$ cat src/rtl/tpes_pkg.sv
// constants, register map and state codes of the enable switch evaluator
package tpes_pkg;

	// apb register byte offsets
	localparam logic [7:0] TPES_OFF_CTRL = 8'h00;
	localparam logic [7:0] TPES_OFF_STATUS = 8'h04;
	localparam logic [7:0] TPES_OFF_DIAG = 8'h08;

	// control register fields and reset values
	localparam int TPES_CTRL_ACTIVATE_BIT = 0;
	localparam int TPES_CTRL_RESET_BIT = 1;
	localparam logic TPES_CTRL_ACTIVATE_RST = 1'b0;
	localparam logic TPES_CTRL_RESET_RST = 1'b0;

	// status register field positions
	localparam int TPES_ST_READY_BIT = 0;
	localparam int TPES_ST_GUARD_BIT = 1;
	localparam int TPES_ST_PROT_BIT = 2;
	localparam int TPES_ST_RSTNEED_BIT = 3;
	localparam int TPES_ST_ERROR_BIT = 4;
	localparam int TPES_ST_POS_LSB = 8;
	localparam int TPES_ST_STATE_LSB = 12;

	// diagnostic words
	localparam logic [15:0] TPES_DIAG_IDLE = 16'h0000;
	localparam logic [15:0] TPES_DIAG_BASIC = 16'h8002;
	localparam logic [15:0] TPES_DIAG_SAFE = 16'h8004;
	localparam logic [15:0] TPES_DIAG_POS1 = 16'h8802;
	localparam logic [15:0] TPES_DIAG_POS3 = 16'h8804;
	localparam logic [15:0] TPES_DIAG_POS2 = 16'h8000;
	localparam logic [15:0] TPES_DIAG_C001 = 16'hC001;
	localparam logic [15:0] TPES_DIAG_C011 = 16'hC011;
	localparam logic [15:0] TPES_DIAG_C010 = 16'hC010;
	localparam logic [15:0] TPES_DIAG_C020 = 16'hC020;
	localparam logic [15:0] TPES_DIAG_C030 = 16'hC030;
	localparam logic [15:0] TPES_DIAG_C040 = 16'hC040;

	// decoded switch position
	typedef enum logic [1:0] {
		TPES_POS_ONE = 2'b00,
		TPES_POS_TWO = 2'b01,
		TPES_POS_THREE = 2'b10,
		TPES_POS_BAD = 2'b11
	} tpes_pos_t;

	// evaluator states
	typedef enum logic [3:0] {
		TPES_S_IDLE = 4'b0000,
		TPES_S_BASIC = 4'b0001,
		TPES_S_SAFE = 4'b0010,
		TPES_S_POS1 = 4'b0011,
		TPES_S_POS2 = 4'b0100,
		TPES_S_POS3 = 4'b0101,
		TPES_S_C001 = 4'b0110,
		TPES_S_C011 = 4'b0111,
		TPES_S_C010 = 4'b1000,
		TPES_S_C020 = 4'b1001,
		TPES_S_C030 = 4'b1010,
		TPES_S_C040 = 4'b1011
	} tpes_state_t;

endpackage

$ cat src/rtl/tpes_enable_switch.sv
// three-position enabling switch evaluator with apb control and status
//
// Notes on behaviour
// - switching direction into position 2 is taken from the contact sequence.
// - guard suspension only after a move from position 1 to position 2.
// - no other direction or position ever raises guard suspension.
// - activate low forces idle from any state, above every other transition.
// - static reset or invalid switch position or sequence enters an error state.
// - guard suspension is low in every error state while it lasts.
// - a reset error is left on reset low or on safe mode low.
// - after an error the switch must be back in position 1 first.
// - without automatic reset, leaving an error needs a rising reset edge.
// - static reset in C020 gives C001; errors show ready and error high.
// - second static reset detection gives C011 with reset request low.
// - switch not in position 1 when safe mode arrives gives C010.
// - position 1 after C010 gives C020, reset request is inverse reset.
// - position 2 from 3 gives C030; leaving it gives C040 with reset request.
// - inactive is idle 0000; basic mode 8002; safe mode 8004 with ready.
// - safe mode position 1 gives 8802, position 3 gives 8804, protection on.
// - valid move into position 2 gives 8000, guard on, protection off.
`timescale 1ns/1ps
module tpes_enable_switch
	import tpes_pkg::*;
(
	// clock and reset
	input wire logic ref_clk_i,
	input wire logic rst_n_i,
	// apb slave
	input wire logic psel_i,
	input wire logic penable_i,
	input wire logic pwrite_i,
	input wire logic [7:0] paddr_i,
	input wire logic [31:0] pwdata_i,
	output logic [31:0] prdata_o,
	output logic pready_o,
	output logic pslverr_o,
	// switch contacts, asynchronous pins
	input wire logic contact_channel_a_i,
	input wire logic contact_channel_b_i,
	// mode inputs, asynchronous pins
	input wire logic safe_mode_confirm_i,
	input wire logic auto_reset_permit_i,
	// evaluator outputs
	output logic ready_o,
	output logic guard_suspension_out_o,
	output logic protection_request_o,
	output logic reset_needed_o,
	output logic error_o,
	output logic [15:0] diagnostic_word_o
);

	// ------------------------------------------------------------
	// declarations
	// ------------------------------------------------------------
	logic [3:0] sync_1;
	logic [3:0] sync_2;
	logic ctrl_activate;
	logic ctrl_reset;
	logic reset_prev;
	tpes_pos_t pos;
	tpes_pos_t next_pos;
	logic via_three;
	logic next_via_three;
	tpes_state_t state;
	tpes_state_t next_state;
	logic [15:0] next_diag;
	wire chan_a = sync_2[3];
	wire chan_b = sync_2[2];
	wire safe_ok = sync_2[1];
	wire auto_ok = sync_2[0];
	wire reset_rise = ctrl_reset & ~reset_prev;
	wire reset_static = ctrl_reset & ~reset_prev ? 1'b0 : ctrl_reset;
	wire at_one = (pos == TPES_POS_ONE);
	wire release_ok = reset_rise | auto_ok;

	// ------------------------------------------------------------
	// input synchronisers
	// ------------------------------------------------------------

	// two stages on every pin; only the second stage is read
	always_ff @(posedge ref_clk_i)
	begin
		if (!rst_n_i)
		begin
			sync_1 <= 4'h0;
			sync_2 <= 4'h0;
		end
		else
		begin
			sync_1 <= {contact_channel_a_i, contact_channel_b_i,
				safe_mode_confirm_i, auto_reset_permit_i};
			sync_2 <= sync_1;
		end
	end

	// ------------------------------------------------------------
	// switch position decoder
	// ------------------------------------------------------------

	// open after a press from position 1 is the over-pressed position;
	// open after a press from position 3 is the release back to 1
	always_comb
	begin
		next_pos = pos;
		next_via_three = via_three;
		if (chan_a != chan_b)
			next_pos = TPES_POS_BAD;
		else if (chan_a)
		begin
			next_pos = TPES_POS_TWO;
			if (pos == TPES_POS_THREE)
				next_via_three = 1'b1;
			else if (pos != TPES_POS_TWO)
				next_via_three = 1'b0;
		end
		else if (pos == TPES_POS_TWO)
			next_pos = via_three ? TPES_POS_ONE : TPES_POS_THREE;
		else if (pos == TPES_POS_BAD)
			next_pos = TPES_POS_ONE;
	end

	// remember direction of entry into position 2
	always_ff @(posedge ref_clk_i)
	begin
		if (!rst_n_i)
		begin
			pos <= TPES_POS_ONE;
			via_three <= 1'b0;
		end
		else
		begin
			pos <= next_pos;
			via_three <= next_via_three;
		end
	end

	// ------------------------------------------------------------
	// evaluator state machine
	// ------------------------------------------------------------

	always_comb
	begin
		next_state = state;
		if (!ctrl_activate)
			next_state = TPES_S_IDLE;
		else
		begin
			case (state)
				TPES_S_IDLE:
					next_state = TPES_S_BASIC;
				TPES_S_BASIC:
					if (safe_ok)
						next_state = TPES_S_SAFE;
				TPES_S_SAFE:
					if (!safe_ok)
						next_state = TPES_S_BASIC;
					else if (at_one)
						next_state = TPES_S_POS1;
					// not in position 1 on safe mode entry
					else
						next_state = TPES_S_C010;
				TPES_S_POS1:
					if (!safe_ok)
						next_state = TPES_S_BASIC;
					// only position 1 to 2 reaches guard on
					else if (pos == TPES_POS_TWO)
						next_state = TPES_S_POS2;
					else if (!at_one)
						next_state = TPES_S_C010;
				TPES_S_POS2:
					if (!safe_ok)
						next_state = TPES_S_BASIC;
					else if (pos == TPES_POS_THREE)
						next_state = TPES_S_POS3;
					else if (at_one)
						next_state = TPES_S_POS1;
					else if (pos == TPES_POS_BAD)
						next_state = TPES_S_C010;
				TPES_S_POS3:
					if (!safe_ok)
						next_state = TPES_S_BASIC;
					// 3 to 2 never enables, it is an error
					else if (pos == TPES_POS_TWO)
						next_state = TPES_S_C030;
					else if (pos == TPES_POS_BAD)
						next_state = TPES_S_C010;
				TPES_S_C010:
					// back in position 1 after C010
					if (at_one)
						next_state = TPES_S_C020;
				TPES_S_C020:
					if (reset_static)
						next_state = TPES_S_C001;
					// position 1 plus edge or auto
					else if (release_ok && at_one)
						next_state = TPES_S_POS1;
				TPES_S_C001:
					// reset error left on reset or safe low
					if (!safe_ok)
						next_state = TPES_S_BASIC;
					else if (!ctrl_reset)
						next_state = TPES_S_C020;
				TPES_S_C030:
					if (pos != TPES_POS_TWO)
						next_state = TPES_S_C040;
				TPES_S_C040:
					if (reset_static)
						next_state = TPES_S_C011;
					// position 1 plus edge or auto
					else if (release_ok && at_one)
						next_state = TPES_S_POS1;
				TPES_S_C011:
					// reset error left on reset or safe low
					if (!safe_ok)
						next_state = TPES_S_BASIC;
					else if (!ctrl_reset)
						next_state = TPES_S_C040;
				default:
					next_state = TPES_S_IDLE;
			endcase
		end
	end

	// diagnostic word for the state being entered
	always_comb
	begin
		case (next_state)
			TPES_S_IDLE: next_diag = TPES_DIAG_IDLE;
			TPES_S_BASIC: next_diag = TPES_DIAG_BASIC;
			TPES_S_SAFE: next_diag = TPES_DIAG_SAFE;
			TPES_S_POS1: next_diag = TPES_DIAG_POS1;
			TPES_S_POS2: next_diag = TPES_DIAG_POS2;
			TPES_S_POS3: next_diag = TPES_DIAG_POS3;
			TPES_S_C001: next_diag = TPES_DIAG_C001;
			TPES_S_C011: next_diag = TPES_DIAG_C011;
			TPES_S_C010: next_diag = TPES_DIAG_C010;
			TPES_S_C020: next_diag = TPES_DIAG_C020;
			TPES_S_C030: next_diag = TPES_DIAG_C030;
			TPES_S_C040: next_diag = TPES_DIAG_C040;
			default: next_diag = TPES_DIAG_IDLE;
		endcase
	end

	// output decode from the next state, so every output is a flop
	wire next_err = next_state[3] | (next_state == TPES_S_C001) |
		(next_state == TPES_S_C011);
	// guard only in position 2 state, never in an error state
	wire next_guard = (next_state == TPES_S_POS2);
	wire next_prot = (next_state == TPES_S_POS1) | (next_state == TPES_S_POS3);
	// reset request mirrors inverse reset in C020 and C040
	wire next_rstneed = ((next_state == TPES_S_C020) |
		(next_state == TPES_S_C040)) & ~ctrl_reset;

	always_ff @(posedge ref_clk_i)
	begin
		if (!rst_n_i)
		begin
			state <= TPES_S_IDLE;
			reset_prev <= 1'b0;
			ready_o <= 1'b0;
			guard_suspension_out_o <= 1'b0;
			protection_request_o <= 1'b0;
			reset_needed_o <= 1'b0;
			error_o <= 1'b0;
			diagnostic_word_o <= TPES_DIAG_IDLE;
		end
		else
		begin
			state <= next_state;
			reset_prev <= ctrl_reset;
			ready_o <= (next_state != TPES_S_IDLE);
			guard_suspension_out_o <= next_guard;
			protection_request_o <= next_prot;
			reset_needed_o <= next_rstneed;
			error_o <= next_err;
			diagnostic_word_o <= next_diag;
		end
	end

	// ------------------------------------------------------------
	// apb register slave
	// ------------------------------------------------------------

	// one wait state: pready rises in the second access cycle
	wire apb_access = psel_i & penable_i;
	wire apb_done = apb_access & pready_o;
	wire hit_ctrl = (paddr_i == TPES_OFF_CTRL);
	wire hit_status = (paddr_i == TPES_OFF_STATUS);
	wire hit_diag = (paddr_i == TPES_OFF_DIAG);
	wire hit_any = hit_ctrl | hit_status | hit_diag;
	wire [31:0] rd_ctrl = {30'h0, ctrl_reset, ctrl_activate};
	wire [31:0] rd_status = {16'h0, state, 2'b00, pos, 3'b000, error_o,
		reset_needed_o, protection_request_o, guard_suspension_out_o, ready_o};
	wire [31:0] rd_diag = {16'h0, diagnostic_word_o};
	wire [31:0] rd_mux = hit_ctrl ? rd_ctrl :
		hit_status ? rd_status :
		hit_diag ? rd_diag : 32'h0000_0000;

	// answer handshake and read data
	always_ff @(posedge ref_clk_i)
	begin
		if (!rst_n_i)
		begin
			pready_o <= 1'b0;
			prdata_o <= 32'h0000_0000;
			pslverr_o <= 1'b0;
		end
		else
		begin
			pready_o <= apb_access & ~pready_o;
			prdata_o <= (apb_access & ~pready_o & ~pwrite_i) ? rd_mux : 32'h0000_0000;
			pslverr_o <= apb_access & ~pready_o & ~hit_any;
		end
	end

	// control register, written only on the completing edge
	always_ff @(posedge ref_clk_i)
	begin
		if (!rst_n_i)
		begin
			ctrl_activate <= TPES_CTRL_ACTIVATE_RST;
			ctrl_reset <= TPES_CTRL_RESET_RST;
		end
		else if (apb_done & pwrite_i & hit_ctrl)
		begin
			ctrl_activate <= pwdata_i[TPES_CTRL_ACTIVATE_BIT];
			ctrl_reset <= pwdata_i[TPES_CTRL_RESET_BIT];
		end
	end

endmodule

$ cat config.mk
export PLATFORM = sky130hd
export DESIGN_NAME = tpes_enable_switch
export DESIGN_NICKNAME = d
export VERILOG_FILES = /design/src/rtl/tpes_pkg.sv /design/src/rtl/tpes_enable_switch.sv
export SDC_FILE = /design/constraint.sdc
export NUM_CORES = 1
export LEC_CHECK = 0
export ABC_AREA = 1
export BUFFER_PORTS_ARGS = -buffer_cell sky130_fd_sc_hd__buf_2
export CAP_MARGIN = 20
export CORE_AREA = 8 8 87 89
export CTS_CLUSTER_SIZE = 8
export DETAILED_ROUTE_END_ITERATION = 16
export DIE_AREA = 0 0 95 97
export GPL_TIMING_DRIVEN = 0
export PLACE_DENSITY = 0.66
export SYNTH_ARGS = -nofsm -noshare
export SYNTH_HDL_FRONTEND = slang
export SYNTH_SLANG_ARGS = --single-unit
$ cat constraint.sdc
create_clock -name ref_clk_i -period 2.4 [get_ports ref_clk_i]
set_clock_uncertainty 0.05 [all_clocks]
set_input_delay 0.36 -clock ref_clk_i [delete_from_list [all_inputs] [get_ports ref_clk_i]]
set_output_delay 0.36 -clock ref_clk_i [all_outputs]
set_load 0.02 [all_outputs]
[After elaboration in Yosys (flattened, before gate mapping)]
Memories as Yosys holds them, arrays and structs flattened. A register that Yosys moved wholly into a read port is not among the register bits.
Cells that the tools add are included.
W data, S select, Z words.
Operators by class
  muxes and demuxes: 34
  eq/ne operators: 25
  reduce and logical (&&, ||, !) cells: 13
  bitwise operators: 25
Operator list (count)
  $mux W4: 22
  $pmux W4 S12: 1
  $eq A4 B3 Y1 const B: 8
  $mux W16: 2
  $eq A4 B4 Y1 const B: 6
  $eq A4 B2 Y1 const B: 3
  $mux W2: 6
  $and A1 B1 Y1: 9
  $not A1 Y1: 9
  $eq A8 B3 Y1 const B: 1
  $eq A8 B4 Y1 const B: 1
  $logic_not A8 Y1: 1
  $reduce_bool A4 Y1: 2
  $or A1 B1 Y1: 7
  $reduce_or A5 Y1: 1
  $eq A2 B2 Y1 const B: 2
  $eq A4 B1 Y1 const B: 1
  $logic_not A4 Y1: 1
  $reduce_or A4 Y1: 1
  $mux W1: 3
  $reduce_and A3 Y1: 1
  $reduce_or A3 Y1: 1
  $eq A2 B1 Y1 const B: 1
  $logic_not A2 Y1: 1
  other kinds (6): 6
Storage, ports and cells
  register bits: 73
  bits of input ports: 49
  memories: 1
  memory bits (read-only): 144
Memories
  (no name shown): depth 16, bits a word 9, read ports 1, clocked after Yosys merged registers in 1, wr ports 0, RTL line tpes_enable_switch.sv:227  | case (next_state)

[Longest topological paths before layout]
  depth in word-level cells: 11
  mapped depth: 16
  gate-level depth less buffers: 15

[Worst setup path after synthesis]
OpenSTA, ideal clock, no wires.
  kind: register to register
  start: reg pos[0]
  end: reg reset_needed_o
  required time: 2233 ps
  arrival: 1526 ps
  buffers on the path: 1
  library setup time: 117 ps
  path slack: 707 ps
  cell stages (with the launch flop): 14
  clock period less this slack: 1693 ps
  cells stage by stage: dfxtp_1 -> buf_2 -> inv_1 -> nand2_1 -> nand2_1 -> nand2_1 -> nand2_1 -> nor2_1 -> nand2_1 -> nor2_2 -> nor2_4 -> ha_1 -> o21ai_0 -> nor2_1
On the way
  longest elaborated chain between the ends: 10
  elaborated cells on any way between the ends: 28
  classes of those cells: eq/ne: 6; mux: 18; bitwise: 2; reduce/logical: 2
Ends and longest elaborated chain
  from (decl): RTL line tpes_enable_switch.sv:60  | tpes_pos_t pos;
  from (signal assigned): RTL line tpes_enable_switch.sv:132  | pos <= next_pos;
  $eq A2 B2 Y1: RTL line tpes_enable_switch.sv:177, tpes_enable_switch.sv:185
  $mux W4: RTL line tpes_enable_switch.sv:177, tpes_enable_switch.sv:185
  $mux W4: RTL line tpes_enable_switch.sv:175  | else if (at_one)
  $mux W4: RTL line tpes_enable_switch.sv:173  | else if (pos == TPES_POS_THREE)
  $mux W4: RTL line tpes_enable_switch.sv:171  | if (!safe_ok)
  $pmux W4 S12 (*): RTL line tpes_enable_switch.sv:148  | case (state)
  $mux W4 (*): RTL line tpes_enable_switch.sv:144  | if (!ctrl_activate)
  net next_state[0]: RTL line tpes_enable_switch.sv:65  | tpes_state_t next_state;
  $eq A4 B4 Y1 (on tied branches): RTL line tpes_enable_switch.sv:251, tpes_enable_switch.sv:252
  $or A1 B1 Y1 (*): RTL line tpes_enable_switch.sv:251  | wire next_rstneed = ((next_state == TPES_S_C020) |
  $and A1 B1 Y1 (*): RTL line tpes_enable_switch.sv:252  | (next_state == TPES_S_C040)) & ~ctrl_reset;
  to (signal assigned): RTL line tpes_enable_switch.sv:274  | reset_needed_o <= next_rstneed;
  to (decl): RTL line tpes_enable_switch.sv:47  | output logic reset_needed_o,
The timed path passes the listed nets; every way through them passes the cells marked *.
A chain may end at the register's enable or synchronous reset.

[Final worst setup path]
  start: reg pos[0]
  end: reg ready_o
On the way
  longest elaborated chain between the ends: 8
  elaborated cells on any way between the ends: 25
  classes of those cells: eq/ne: 4; mux: 18; reduce/logical: 3
Ends and longest elaborated chain
  $eq A2 B2 Y1: RTL line tpes_enable_switch.sv:177, tpes_enable_switch.sv:185
  $mux W4: RTL line tpes_enable_switch.sv:177, tpes_enable_switch.sv:185
  $mux W4: RTL line tpes_enable_switch.sv:175
  $mux W4: RTL line tpes_enable_switch.sv:173
  $mux W4: RTL line tpes_enable_switch.sv:171
  $pmux W4 S12 (*): RTL line tpes_enable_switch.sv:148
  $mux W4 (*): RTL line tpes_enable_switch.sv:144
  net next_state[0]: RTL line tpes_enable_switch.sv:65
  $reduce_bool A4 Y1 (*): RTL line tpes_enable_switch.sv:271  | ready_o <= (next_state != TPES_S_IDLE);
  to (signal assigned): RTL line tpes_enable_switch.sv:271
  to (decl): RTL line tpes_enable_switch.sv:44  | output logic ready_o,
Marked as above.

==> results.md <==
* Critical path class: reg -> reg
* Nets at between 400 and 500
* Final Cell Area at between 2000 and 3000 um^2
* PortBufs at 47
* GR Overflow Total at 0
* Max_cap viols at 0
* First DRT Iteration DRCs at 124
* IO Pins at 104
* CP required at 2550 ps
* Placer congestion estimate at about 0.85
* Fmax at approximately 0.48 GHz
* CTS tree: yes
* R2R setup slack at roughly 340 ps
* Fin. max-slew vios at 0
* CTS buffer count at 5
* Critical Path Start: pos[0]$_SDFFE_PN0P_
* Vias in the first global route at 2165
* Min cycle time layout at 2060 ps
* #FFs+latches synth at 48
* Die ar. at just over 9000 um^2
* Final Util at ~48%
* Mapped cell area at 2430 um^2
* Final Hold Vio Count at 0
* # DRC at 0
* Global-route wire length before repair at a little under 10000 um
* Post-synth EDFFs at 0
* Leakage at ~1.6 nW
* Clk_lat worst skew at approximately 300 ps
* Unrepaired setup endpoints after global routing: false
* Die H at roughly 97 um
* Layout cells sized above 1 at between 20% and 30%
* Initial core utilization at between 30% and 40%
* Worst Hold Launch: auto_reset_permit_i
* Period utilization at about 86%
* Mean post-synth cell area at 7.19 um^2
* Outcome: finished clean
* Crit path arrival time at ~2200 ps
* Synth warnings at 0
* Diodes inserted at 0
* Clk sinks at 48
* Vias post-DR at roughly 2200
* Area delta synth->final at 23.0%
* Largest net degree at the start of global routing at 17
* Unique masters post-synth at 32
* CTS H-tree lvls at 2
* Post-CTS resize count at 0
* # rows at 29
* Pwr dens at approximately 560 nW/um^2
* Initial antenna violation count at 0
* Worst r2r src: pos[0]$_SDFFE_PN0P_
* # setup viols final at 0
* Wirelength, routed at between 5000 and 6000 um
* Post-CTS setup buffers at 0
* Core area at 6200 um^2
* CTS root buffer: clkbuf_8
* Critical Path Fanout Max at 9
* Die Wd at roughly 95 um
* DR pass1 iterations at 4
* Synth Flop Type: dfxtp_1
* # hold bufs at CTS at 0
* Tot Pwr at 0.00167 W
* Vias per cell at between 4 and 5
* Share of the yosys chip area belonging to registers at between 30% and 40%
* Asr flop ratio synth at 0%
* CP Capture Type: flop
* Setup TNS at 0 ps
* VDD IR max at roughly 380 uV
* Final Worst Setup Slack at 336 ps
* Wirelength per Cell at between 10 and 15 um
* Pre-CTS WS at between 300 and 400 ps
* Hold/Removal Path Class: in -> reg
* Mapped Cells at 338
* Clock tree buffer depth at 2
* Total GRT Usage at approximately an eighth
* Number of routed nets with antenna violations at 0
* DPL Wire Length at 4710 um
* Startpoint types: flop
* Placement Cell Area at 2850 um^2
* CTS clock-pin slew for the worst setup and hold paths at approximately 100 ps
-- Yosys cell counts (2+ instances only) --
cell type / n / area, um^2
nor2_4: 3 / 33.8
o21ai_1: 3 / 15.0
dfxtp_1: 48 / 961
ha_1: 5 / 62.6
buf_6: 2 / 22.5
buf_2: 3 / 15.0
inv_2: 4 / 15.0
o21ai_0: 12 / 60.1
nor2_1: 45 / 169
nand4_1: 5 / 31.3
nor2_2: 4 / 25.0
nand2_1: 80 / 300
nor3_1: 3 / 15.0
nor4_4: 2 / 42.5
a21oi_1: 9 / 45.0
inv_1: 42 / 158
buf_4: 26 / 195
nand3_1: 21 / 105
nand2_2: 7 / 43.8
inv_4: 2 / 12.5
-- cells by family (layout without fill, tap and decap cells) --
| family | after synthesis | after routing | share of synthesized area, % |
|---|---|---|---|
| adder cells (fa/ha/maj) | 5 | 5 | 2.58 |
| AO/OA/AOI/OAI | 27 | 27 | 5.92 |
| flip-flops | 48 | 48 | 39.6 |
| other | 1 | 25 | 0.154 |
| buffers and inverters | 80 | 135 | 17.4 |
| AND/OR/NAND/NOR | 177 | 177 | 34.4 |
-- cell type report --
cell class              count  area [um^2]
inverters                  48          185
plain buffers              32          236
flip-flops and latches     48          961
well taps                  77         96.3
clock buffers               5         68.8
fillers                   629         3220
repair buffers             47          235
multi-input cells         234         1140
clock inverters             3         68.8
-- power breakdown --
group | internal [W] | switching [W]
sequential | 0.000807 | 0.00000720
combinational | 0.0000576 | 0.0000911
clock | 0.000420 | 0.000288
-- metal layers --
| layer | routed length (um) | global-route usage (%) | up-vias |
|---|---|---|---|
| met2 | 2760 | 21.6 | 63 |
| met5 | 0 | 0 | - |
| met4 | 75 | 4.45 | 0 |
| met3 | 391 | 2.55 | 5 |
| met1 | 2630 | 16.2 | 948 |
| li1 | - | - | 1150 |
-- worst max-delay path, stage by stage (launching register included) --
cell	delay (ps)
dfxtp_1	330
buf_2	190
inv_1	120
nand2_1	130
nand2_1	70
nand2_1	60
nand2_1	50
nor2_1	90
nand2_1	70
nor2_2	200
nor2_4	70
inv_1	80
ha_1	170
nand2_1	60
nor2_1	170
nor2_1	50
-- path summary, 6_finish.rpt --
check,endpoint,depth (start not counted)
worst max-delay path,ready_o$_SDFF_PN0_,15
worst min register to register,sync_2[3]$_SDFF_PN0_,2
worst min-delay path,sync_1[0]$_SDFF_PN0_,3
worst max register to register,ready_o$_SDFF_PN0_,15
-- layout by cell type, fill, tap and decap left out, types with 3 or more instances in the layout --
master,netlist,layout
nor2_4,3,3
buf_4,26,26
a21oi_1,9,9
dfxtp_1,48,48
clkbuf_8,0,5
inv_2,4,4
conb_1,1,25
nor2_1,45,45
nor2_2,4,4
nor3_1,3,3
o21ai_1,3,3
buf_2,3,50
inv_1,42,42
o21ai_0,12,12
nand4_1,5,5
nand2_2,7,7
nand2_1,80,80
nand3_1,21,21
ha_1,5,5
-- stage by stage --
step                      std cells  hold WS, ps
after CTS                       494          174
after global placement          486          342
after floorplan                 362          340
after detailed placement        486          348
final                           494          185
after global routing            494          182
-- flip-flops by register name, summed over array words and instances, names as in the netlist, 2 cells and up --
name	count
sync_2	4
diagnostic_word_o	9
prdata_o	14
sync_1	4
pos	2
state	4
No activity file was read; power rests on OpenSTA's default activity.
